==> src/hw/bcdcnt_defines.vh <==
// constants for the six-digit decimal counter with scanned output
`ifndef BCDCNT_DEFINES_VH
`define BCDCNT_DEFINES_VH

// ----------------------------------------------------------------
// digit layout
// ----------------------------------------------------------------
`define BCDCNT_DIGITS      6
`define BCDCNT_DIGIT_W     4
`define BCDCNT_DIGIT_MAX   4'h9
`define BCDCNT_CARRY_LO    4'h6
`define BCDCNT_BLANK_CODE  4'hf

// ----------------------------------------------------------------
// scan sequencer timing
// ----------------------------------------------------------------
`define BCDCNT_SLOT_EDGES  2'h3
`define BCDCNT_LAST_SLOT   3'h5
`define BCDCNT_SLOT_W      3

`endif

==> src/hw/bcdcnt_top.v <==
// six-digit decimal event counter with latch, scan and blanking
//
// How it works
// each count edge adds one, decimal ripple
// master reset high zeroes count, clears overflow
// edge at all nines sets sticky overflow
// carry n low when digit n 6-9, lower nines
// carry one stays low four count periods; carries two to six go low one period at a time
// two-digit select low: only two digits count
// four-digit select low: only four digits count
// transfer high passes live count through
// transfer falling edge freezes the shown count
// transfer high again shows live count
// sequencer moves only on scan clock rises
// scan reset: strobes high, slot one held
// strobe advances every four scan edges
// slot one shows top digit, six lowest
// blanked digit drives all BCD lines high
// blanking low none, high suppress leading zero digits
// blanking tied to strobe n suppresses earlier
// ripple may corrupt at most one scan cycle
// host sets selects, pulses reset, then counts; the bench pulses reset before setting the selects
// after slot six the sequencer wraps round
// blank zero only after leading zeros
`timescale 1ns/100ps
`include "bcdcnt_defines.vh"

module bcdcnt_top (
	// system
	input  wire        clk,
	input  wire        rstn,
	// counting pins
	input  wire        count_clock_in,
	input  wire        master_count_reset,
	input  wire        chain_two_digit_sel,
	input  wire        chain_four_digit_sel,
	input  wire        transfer_latch_ctrl,
	// scan pins
	input  wire        scan_clock_in,
	input  wire        scan_sequencer_reset,
	input  wire        blanking_control_in,
	// outputs
	output wire [3:0]  bcd_out,
	output wire [5:0]  digit_strobe_n,
	output wire        digit_carry_n1,
	output wire        digit_carry_n2,
	output wire        digit_carry_n3,
	output wire        digit_carry_n4,
	output wire        digit_carry_n5,
	output wire        digit_carry_n6,
	output wire        count_overflow_flag
);

	// ------------------------------------------------------------
	// input synchronisers
	// ------------------------------------------------------------
	localparam NSYNC = 8;
	wire [NSYNC-1:0] pin_raw;
	reg  [NSYNC-1:0] sy1_r;
	reg  [NSYNC-1:0] sy2_r;
	reg  [NSYNC-1:0] sy3_r;
	reg  [NSYNC-1:0] pin_r;
	assign pin_raw = {blanking_control_in, scan_sequencer_reset,
		scan_clock_in, transfer_latch_ctrl, chain_four_digit_sel,
		chain_two_digit_sel, master_count_reset, count_clock_in};

	// three stages; a level counts once stages two and three agree
	genvar gi;
	generate
		for (gi = 0; gi < NSYNC; gi = gi + 1) begin : g_sync
			always @(posedge clk or negedge rstn) begin
				if (!rstn) begin
					sy1_r[gi] <= 1'b0;
					sy2_r[gi] <= 1'b0;
					sy3_r[gi] <= 1'b0;
					pin_r[gi] <= 1'b0;
				end else begin
					sy1_r[gi] <= pin_raw[gi];
					sy2_r[gi] <= sy1_r[gi];
					sy3_r[gi] <= sy2_r[gi];
					if (sy2_r[gi] == sy3_r[gi])
						pin_r[gi] <= sy3_r[gi];
				end
			end
		end
	endgenerate

	// filtered levels and their previous values
	reg  [NSYNC-1:0] pin_d_r;
	always @(posedge clk or negedge rstn) begin
		if (!rstn)
			pin_d_r <= {NSYNC{1'b0}};
		else
			pin_d_r <= pin_r;
	end

	wire cnt_rise  = pin_r[0] & ~pin_d_r[0];
	wire mreset    = pin_r[1];
	wire sel_two   = pin_r[2];
	wire sel_four  = pin_r[3];
	wire xfer      = pin_r[4];
	wire xfer_fall = ~pin_r[4] & pin_d_r[4];
	wire scan_rise = pin_r[5] & ~pin_d_r[5];
	wire sreset    = pin_r[6];
	wire blank_ctl = pin_r[7];

	// ------------------------------------------------------------
	// decade counter chain
	// ------------------------------------------------------------
	reg  [23:0] count_r;
	reg  [23:0] count_nxt;
	reg         oflow_r;
	reg         oflow_nxt;
	reg         cy;
	integer     di;

	// ripple increment, chain shortened by the select inputs
	always @* begin
		count_nxt = count_r;
		oflow_nxt = oflow_r;
		cy        = cnt_rise;
		for (di = 0; di < `BCDCNT_DIGITS; di = di + 1) begin
			if (di >= 2 && !sel_two)
				cy = 1'b0;
			if (di >= 4 && !sel_four)
				cy = 1'b0;
			if (cy) begin
				if (count_r[di*4 +: 4] == `BCDCNT_DIGIT_MAX) begin
					count_nxt[di*4 +: 4] = 4'h0;
				end else begin
					count_nxt[di*4 +: 4] = count_r[di*4 +: 4] + 4'h1;
					cy = 1'b0;
				end
			end
		end
		if (cy)
			oflow_nxt = 1'b1;
	end

	always @(posedge clk or negedge rstn) begin
		if (!rstn) begin
			count_r <= 24'h000000;
			oflow_r <= 1'b0;
		end else if (mreset) begin
			count_r <= 24'h000000;
			oflow_r <= 1'b0;
		end else begin
			count_r <= count_nxt;
			oflow_r <= oflow_nxt;
		end
	end
	assign count_overflow_flag = oflow_r;

	// ------------------------------------------------------------
	// carry outputs
	// ------------------------------------------------------------
	reg  [5:0] carry_n_r;
	reg  [5:0] carry_n_nxt;
	reg        lower_nines;
	integer    ci;

	// digit n in 6..9 with all lower nines: low; four count periods for carry one, one for the rest
	always @* begin
		lower_nines = 1'b1;
		carry_n_nxt = 6'h3f;
		for (ci = 0; ci < `BCDCNT_DIGITS; ci = ci + 1) begin
			if (lower_nines &&
			    count_nxt[ci*4 +: 4] >= `BCDCNT_CARRY_LO)
				carry_n_nxt[ci] = 1'b0;
			lower_nines = lower_nines &
				(count_nxt[ci*4 +: 4] == `BCDCNT_DIGIT_MAX);
		end
	end

	always @(posedge clk or negedge rstn) begin
		if (!rstn)
			carry_n_r <= 6'h3f;
		else if (mreset)
			carry_n_r <= 6'h3f;
		else
			carry_n_r <= carry_n_nxt;
	end
	assign digit_carry_n1 = carry_n_r[0];
	assign digit_carry_n2 = carry_n_r[1];
	assign digit_carry_n3 = carry_n_r[2];
	assign digit_carry_n4 = carry_n_r[3];
	assign digit_carry_n5 = carry_n_r[4];
	assign digit_carry_n6 = carry_n_r[5];

	// ------------------------------------------------------------
	// transfer latch
	// ------------------------------------------------------------
	reg  [23:0] held_r;

	// track while high, freeze value from before the falling edge
	always @(posedge clk or negedge rstn) begin
		if (!rstn)
			held_r <= 24'h000000;
		else if (xfer && !xfer_fall)
			held_r <= count_r;
	end
	wire [23:0] shown = xfer ? count_r : held_r;

	// ------------------------------------------------------------
	// scan sequencer
	// ------------------------------------------------------------
	localparam ST_IDLE = 1'b0;
	localparam ST_SCAN = 1'b1;
	reg        state_r;
	reg  [2:0] slot_r;
	reg  [1:0] edge_r;
	reg        supp_r;

	// advance on scan clock rises only, wrap after slot six
	always @(posedge clk or negedge rstn) begin
		if (!rstn) begin
			state_r <= ST_IDLE;
			slot_r  <= 3'h0;
			edge_r  <= 2'h0;
		end else if (sreset) begin
			state_r <= ST_IDLE;
			slot_r  <= 3'h0;
			edge_r  <= 2'h0;
		end else begin
			case (state_r)
			ST_IDLE: begin
				state_r <= ST_SCAN;
			end
			ST_SCAN: begin
				if (scan_rise) begin
					if (edge_r == `BCDCNT_SLOT_EDGES) begin
						edge_r <= 2'h0;
						if (slot_r == `BCDCNT_LAST_SLOT)
							slot_r <= 3'h0;
						else
							slot_r <= slot_r + 3'h1;
					end else begin
						edge_r <= edge_r + 2'h1;
					end
				end
			end
			default: state_r <= ST_IDLE;
			endcase
		end
	end

	// digit value for a slot: slot zero is the top digit
	function [3:0] pick_digit;
		input [23:0] val;
		input [2:0]  slot;
		begin
			case (slot)
			3'h0:    pick_digit = val[23:20];
			3'h1:    pick_digit = val[19:16];
			3'h2:    pick_digit = val[15:12];
			3'h3:    pick_digit = val[11:8];
			3'h4:    pick_digit = val[7:4];
			default: pick_digit = val[3:0];
			endcase
		end
	endfunction

	wire [3:0] cur_digit = pick_digit(shown, slot_r);
	wire       first_slot = (slot_r == 3'h0);

	// blanking applies while the control reads high in this slot;
	// a strobe tied back to it goes low at slot n and stops it
	wire lead = first_slot ? 1'b1 : supp_r;
	wire blank_now = state_r == ST_SCAN && blank_ctl && lead &&
		cur_digit == 4'h0;

	// leading-zero run tracker, reset at each scan cycle start
	always @(posedge clk or negedge rstn) begin
		if (!rstn)
			supp_r <= 1'b1;
		else if (state_r == ST_SCAN)
			supp_r <= blank_now;
		else
			supp_r <= 1'b1;
	end

	// registered outputs; values may lag a ripple by one scan cycle
	reg  [3:0] bcd_r;
	reg  [5:0] strobe_n_r;
	always @(posedge clk or negedge rstn) begin
		if (!rstn) begin
			bcd_r      <= `BCDCNT_BLANK_CODE;
			strobe_n_r <= 6'h3f;
		end else if (sreset || state_r != ST_SCAN) begin
			bcd_r      <= cur_digit;
			strobe_n_r <= 6'h3f;
		end else begin
			bcd_r      <= blank_now ? `BCDCNT_BLANK_CODE
				: cur_digit;
			strobe_n_r <= ~(6'h01 << slot_r);
		end
	end
	assign bcd_out        = bcd_r;
	assign digit_strobe_n = strobe_n_r;

endmodule // bcdcnt_top

==> config.mk <==
export PLATFORM = sky130hd
export DESIGN_NAME = bcdcnt_top
export DESIGN_NICKNAME = d
export VERILOG_FILES = /design/src/hw/bcdcnt_top.v
export VERILOG_INCLUDE_DIRS = /design/src /design/src/hw
export SDC_FILE = /design/constraint.sdc
export NUM_CORES = 1
export LEC_CHECK = 0
export BUFFER_PORTS_ARGS = -buffer_cell sky130_fd_sc_hd__buf_2
export CORE_MARGIN = 1.5
export CORE_UTILIZATION = 55
export CTS_CLUSTER_SIZE = 10
export DETAILED_ROUTE_END_ITERATION = 16
export PLACE_DENSITY = 0.73
export SYNTH_ARGS = -nofsm -noshare
export SYNTH_HDL_FRONTEND = slang
export SYNTH_SLANG_ARGS = --single-unit
export TNS_END_PERCENT = 50
==> constraint.sdc <==
create_clock -name clk -period 2.95 [get_ports clk]
set_input_delay 0.1475 -clock clk [delete_from_list [all_inputs] [get_ports clk]]
set_output_delay 0.1475 -clock clk [all_outputs]
set_load 0.02 [all_outputs]
==> results of run 1 <==
[report_power, final]
part           switching [mW]  internal [mW]  leakage [nW]
Clock                   0.541          0.362         0.106
Combinational          0.0753         0.0568         0.784
Sequential             0.0545           1.51          1.34
Total                   0.671           1.92          2.23
[state kept, by name, summed over array words and instances (netlist names), 4 cells and up]
name,count
sy2_r,8
carry_n_r,6
sy3_r,8
held_r,24
digit_strobe_n,6
bcd_out,4
sy1_r,8
count_r,24
[worst max-delay path, delay by kind of cell, from the launching register on]
family | cells | cell delay [ns]
DFF | 1 | 0.96
AOI/OAI and AO/OA | 3 | 0.66
muxes | 1 | 0.43
and+or+nand+nor | 1 | 0.28
[per-layer routing]
metal	part of all wire [%]	wire (um)
met5	0	0
met4	1.0	85
met3	3.1	250
met2	46	3734
met1	50	4090
[area by class of cell]
type / instances / area [um2]
timing repair buffer: 38 / 257.7
tap: 102 / 127.6
fill: 627 / 2828
clock buffer: 10 / 137.6
sequential: 106 / 2674
multi-input combinational: 245 / 1717
inverter: 11 / 41.29
clock inverter: 6 / 65.06
[cell families (layout without fill, tap and decap cells)]
logic type / Yosys count / in the layout / synth area share (%)
DFF: 106 / 106 / 58.97
buffers and inverters: 29 / 65 / 3.173
AOI/OAI and AO/OA: 64 / 64 / 8.858
xor gates and xnor gates: 11 / 11 / 2.125
adders and majority gates: 13 / 13 / 3.091
and+or+nand+nor: 126 / 126 / 15.78
muxes: 31 / 31 / 8.002
[synth_stat cells (4+ instances only)]
cell type | n | area share [%]
nor3_1 | 4 | 0.44
xor2_1 | 6 | 1.2
o21ai_0 | 14 | 1.5
mux2_2 | 22 | 5.5
ha_1 | 4 | 1.1
o31ai_1 | 4 | 0.66
nor2b_1 | 16 | 2.2
nand4_1 | 4 | 0.55
and2_1 | 4 | 0.55
xnor2_1 | 5 | 0.97
maj3_1 | 9 | 2.0
nand3_1 | 11 | 1.2
a22oi_1 | 6 | 0.99
nand2_1 | 31 | 2.6
dfstp_2 | 17 | 9.9
buf_2 | 7 | 0.77
nor2_1 | 23 | 1.9
clkbuf_1 | 4 | 0.33
a21oi_1 | 23 | 2.5
dfrtp_1 | 89 | 49
inv_1 | 11 | 0.91
mux2i_1 | 7 | 1.5
or3_1 | 7 | 0.97
nor3b_1 | 6 | 0.99
[worst paths after layout]
kind | startpoint | endpoint | slack [ns] | cells after the start
min | rstn | count_r[11] | 0.34 | 2
min reg2reg | sy1_r[0] | sy2_r[0] | 0.36 | 0
min in group clk | sy1_r[0] | sy2_r[0] | 0.36 | 0
max reg2reg | xfer | supp_r | 0.53 | 5
max in group asynchronous | rstn | digit_strobe_n[5] | 1.84 | 3
max | xfer | supp_r | 0.53 | 5
[cells in the final DEF (no fill, tap or decap), drive strengths merged, types with 10 or more instances in the layout]
cell     n
buf     29
dfstp   17
dfrtp   89
inv     16
o21ai   14
a21oi   23
clkbuf  10
mux2    22
nand3   11
nand2   31
nor2    23
nor2b   16
==> flow_metrics.py, run 1 <==
metrics = {
    "layout": {
        "syn_to_final_growth_pct": 10.71,
        "layout.nets": 425,
        "drive_gt1_share_pct": 22.12,
        "finalNonFillerCells": 518,
        "antennaDiodeCount": 0,
        "design_area_um2": 5020,
        "fin_util_pct": 63.97,
    },
    "logic_synthesis": {
        "synth-seq-cells": 106,
        "synth_nets": 394,
        "async_flop_share_pct": 100.0,
        "ys_warn_count": 0,
        "synth_flop_cell": "dfrtp_1",
        "seq_area_frac_synth_pct": 58.97,
        "synth_area_um2": 4534,
        "synth_cells": 380,
        "synth_area_per_cell_um2": 11.93,
        "synth.distinct_cells": 51,
        "synth_edf_count": 0,
    },
    "worst_setup_path": {
        "cp-start-kind": "flop",
        "critPathMaxStageDelay_ns": 0.96,
        "crit_chain": "mux2_2 > a32oi_1 > and4b_1 > o22ai_1 > o31ai_1",
        "crit_path_max_fanout": 22,
        "slowest_stage": "dfrtp_1",
        "required_ns": 3.23,
        "critPathKind": "flop to flop",
        "critPathArrivalTime_ns": 2.70,
        "worst_setup_path_end_kind": "flop",
    },
    "place": {
        "place.detailed.hpwl_um": 5606,
        "numPlacedInstances": 493,
        "io_buffers": 26,
        "dpl-instance-area_um2": 4727,
        "pre_cts_ws_ns": 0.5907,
        "gp_congestion": 0.8284,
    },
    "sta": {
        "finalSetupViolCount": 0,
        "period_share_pct": 82.15,
        "rsz0062_at_grt": "false",
        "min_period_ns": 2.423,
        "tightest_slew_ns": 1.015,
        "fmax_mhz": 412.6,
        "slew_violations": 0,
        "slew_headroom_pct": 32.33,
        "hold_viol_final": 0,
        "skew_ns": 0.009559,
        "worst_slack_ns": 0.5266,
        "hold_slack_ns": 0.3360,
        "tns_ns": 0,
    },
    "clock_tree": {
        "h-tree-depth": 3,
        "cts_setup_buffers": 0,
        "cts_tree": "yes",
        "cts_resized": 0,
        "insertion_delay_ns": 0.37,
        "cts_buffers": 9,
        "cts_sinks": 106,
        "ctsRootBufferMaster": "clkbuf_8",
        "path_clk_slew_ns": 0.11,
        "ctsHoldBuffers": 9,
        "cts_buffer_depth": 2,
    },
    "global_routing": {
        "grtUsageMet3_pct": 5.178,
        "antenna_found_initial": 0,
        "grt_max_degree": 58,
        "grt_use_met1_pct": 29.27,
        "gr-total-overflow": 0,
        "grt_pass1_vias": 2819,
        "grt_busiest_layer": "met2",
        "grt_pass1_wl_um": 13810,
        "grtUsageMet2_pct": 30.92,
        "grt_use_total_pct": 20.42,
    },
    "floorplan": {
        "fp.coreArea_um2": 7848,
        "core.rowCount": 32,
        "die_h_um": 93.80,
        "pin_count": 27,
        "start_util_pct": 57.78,
        "die-area_um2": 8798,
        "die_w_um": 93.80,
    },
    "drt": {
        "routed_wl_um": 8161,
        "drtAntennaViolNets": 0,
        "drt_iter0_drc": 172,
        "first_pass_iters": 5,
        "via_per_inst": 5.564,
        "num_vias": 2882,
        "avgRoutedWirePerCell_um": 15.75,
        "drc": 0,
    },
    "worst_hold_path": {
        "worstHoldPathType": "input pin to async pin",
    },
    "power_and_ir_drop": {
        "p_total_mw": 2.595,
        "cellLeakagePower_nw": 2.230,
        "ir_drop_v": 0.0003570,
        "p_per_area_nw_per_um2": 517.0,
    },
    "flow_run": {
        "cap_violations": 0,
    },
    "run_status": {
        "status": "complete, no violations",
    },
}
(Power assumes the default switching activity.)
==> inputs of run 2 (changes only) <==
--- a/config.mk
+++ b/config.mk
@@ -6,6 +6,7 @@
 export SDC_FILE = /design/constraint.sdc
 export NUM_CORES = 1
 export LEC_CHECK = 0
+export ABC_AREA = 1
 export BUFFER_PORTS_ARGS = -buffer_cell sky130_fd_sc_hd__buf_2
 export CORE_MARGIN = 1.5
 export CORE_UTILIZATION = 55
==> constraint.sdc (replaced) <==
create_clock -name clk -period 2.4 [get_ports clk]
set_input_delay 0.12 -clock clk [delete_from_list [all_inputs] [get_ports clk]]
set_output_delay 0.12 -clock clk [all_outputs]
set_load 0.02 [all_outputs]
==> run 2 against run 1 <==
Clock power rose by 25%. Setup slack got worse by 0.14 ns. Cell area rose by 4.3%. Global-route usage rose by 1.9 points. Sequential power rose by 28%. First-iteration DRC count rose by 20%. Synthesized cell count rose by 35%.
==> flow_metrics.py, run 2 <==
metrics = {
    "layout": {
        "antennaDiodeCount": 0,
        "layout.nets": 566,
        "mostFrequentLayoutCell": "nand2_1",
        "drive_gt1_share_pct": 18.49,
        "n_fill_cell": 694,
        "top_regs": "count_r (24), held_r (24)",
        "syn_to_final_growth_pct": 11.40,
        "final_cell_mix": "nand2_1, dfrtp_1, inv_1",
    },
    "sta": {
        "skew_ns": 0.01387,
        "tightest_slew_ns": 0.5639,
        "slew_headroom_pct": 62.41,
        "rsz0062_at_grt": "false",
        "finalSetupViolCount": 0,
        "period_share_pct": 83.80,
        "tns_ns": 0,
        "fmax_mhz": 497.2,
        "min_period_ns": 2.011,
        "hold_viol_final": 0,
        "slew_violations": 0,
    },
    "drt": {
        "drc": 0,
        "met1Wirelength_um": 4119,
        "first_pass_iters": 4,
        "num_vias": 3421,
        "wl_met3_um": 368,
        "drtAntennaViolNets": 0,
        "drt_iter0_drc": 207,
        "met2_length_um": 4233,
        "avgRoutedWirePerCell_um": 13.41,
        "highest_layer": "met4",
        "routed_wl_um": 8880,
        "via_per_inst": 5.168,
    },
    "power_and_ir_drop": {
        "ir_drop_v": 0.0004299,
        "p_total_mw": 3.563,
        "cellLeakagePower_nw": 2.487,
        "p_per_area_nw_per_um2": 680.7,
    },
    "clock_tree": {
        "insertion_delay_ns": 0.38,
        "cts_sinks": 106,
        "path_clk_slew_ns": 0.11,
        "cts_buffer_depth": 2,
        "cts_resized": 0,
        "cts_buffers": 9,
        "h-tree-depth": 3,
        "cts_tree": "yes",
        "cts_setup_buffers": 0,
        "ctsRootBufferMaster": "clkbuf_8",
    },
    "logic_synthesis": {
        "synth_cells": 512,
        "ys_top_cells_by_count": "nand2_1, dfrtp_1, inv_1",
        "async_flop_share_pct": 100.0,
        "seq_area_frac_synth_pct": 56.91,
        "synth_edf_count": 0,
        "synth_nets": 526,
        "netlist.area_leader.share_pct": 47.40,
        "synth_flop_cell": "dfrtp_1",
        "synth.most_common_cell": "nand2_1",
        "synth-seq-cells": 106,
        "synthTopCellsByArea": "dfrtp_1, dfstp_2, nand2_1",
        "yosysTopAreaCell": "dfrtp_1",
        "synth.distinct_cells": 40,
        "ys_warn_count": 0,
        "synth_area_per_cell_um2": 9.176,
        "synth_area_um2": 4698,
    },
    "flow_run": {
        "cap_violations": 0,
    },
    "worst_setup_path": {
        "critPathArrivalTime_ns": 2.32,
        "critPathKind": "flop to flop",
        "reg2reg_depth": 8,
        "r2r-end": "carry_n_r[5]",
        "r2r_start": "count_r[10]",
        "worst_setup_path_end_kind": "flop",
        "cp-start-kind": "flop",
        "rrSetupSlack_ns": 0.39,
        "required_ns": 2.71,
        "crit_path_max_fanout": 12,
    },
    "floorplan": {
        "pin_count": 27,
        "start_util_pct": 56.89,
        "die_w_um": 95.43,
        "core.rowCount": 33,
        "fp.coreArea_um2": 8258,
        "die-area_um2": 9106,
        "die_h_um": 95.43,
    },
    "global_routing": {
        "grt_use_total_pct": 22.36,
        "grt_pass1_wl_um": 15280,
        "gr-total-overflow": 0,
        "grt_pass1_vias": 3250,
        "grt_max_degree": 65,
        "antenna_found_initial": 0,
    },
    "place": {
        "gp_congestion": 0.8895,
        "io_buffers": 26,
        "place.detailed.hpwl_um": 6495,
    },
    "worst_hold_path": {
        "worstHoldPathType": "input pin to async pin",
    },
    "run_status": {
        "status": "complete, no violations",
    },
}
run 2: cell types whose count changed in the layout (fill, tap and decap cells not counted), moves of 10 or more:
cell and change:
nand2_1 +84, o21ai_1 +12, a21oi_1 -11, mux2_2 -22
o21ai_0 +10, nor2b_1 -16, nand3_1 +18, nor2_1 +32
inv_1 +56, inv_2 +11
run 2: power breakdown:
group | switching, mW | internal [mW]
Sequential | 0.0651 | 1.92
Clock | 0.700 | 0.429
Combinational | 0.306 | 0.140
run 2: routing by layer:
layer	up-vias	track usage, %
met2	71	34.93
met3	12	5.981
li1	1699	-
met1	1639	30.20
met5	-	0
met4	0	7.843
run 2: repair_timing:
item	in CTS	in global routing
endpoints found under the hold margin	37	0
endpoints found under the setup margin	0	0
hold buffers	9	0
run 2: worst max-delay path by stage:
| stage | startpoint | endpoint | slack, ns |
|---|---|---|---|
| finish | count_r[10] | carry_n_r[5] | 0.39 |
| global route | count_r[10] | carry_n_r[5] | 0.22 |
| CTS | count_r[10] | carry_n_r[5] | 0.42 |
| detailed placement | count_r[10] | carry_n_r[5] | 0.46 |
| floorplan | slot_r[1] | bcd_out[0] | 0.75 |
| global placement | slot_r[1] | bcd_out[0] | 0.47 |
run 2: per-stage QoR:
| stage | hold slack, ns | worst slack (ns) | util, % | instance area (um2) | instances |
|---|---|---|---|---|---|
| finish | 0.2800 | 0.3888 | 63.38 | 5234 | 662 |
| floorplan | -0.1756 | 0.7544 | - | 4698 | 512 |
| detailed placement | 0.1553 | 0.4565 | 59.68 | 4928 | 637 |
| global route | 0.3300 | 0.2218 | 63.38 | 5234 | 662 |
| global placement | 0.1549 | 0.4701 | 59.68 | 4928 | 637 |
| CTS | 0.2847 | 0.4200 | 63.38 | 5234 | 662 |
run 2: layout make-up:
class / instances / area (um2) / share of cell area, %
multi-input cells: 318 / 1659 / 31.70
repair buffers: 38 / 257.7 / 4.925
well taps: 105 / 131.4 / 2.510
inverters: 79 / 296.5 / 5.666
flip-flops and latches: 106 / 2674 / 51.09
clock inverters: 7 / 91.34 / 1.745
clock buffers: 9 / 123.9 / 2.367
run 2: logic make-up after synthesis:
logic type | synth area share [%]
AO/OA/AOI/OAI | 7.217
AND/OR/NAND/NOR | 24.79
buffers and inverters | 7.776
adder cells (fa/ha/maj) | 2.770
XOR/XNOR | 0.5328
flip-flops | 56.91
run 2: critical path, stage by stage (launching register included):
cell	delay [ns]
dfrtp_1	0.43
inv_1	0.15
nand2_1	0.09
nor2_2	0.44
nand4_2	0.24
or2_1	0.33
nand3_2	0.12
nand2_1	0.08
nand3_1	0.07
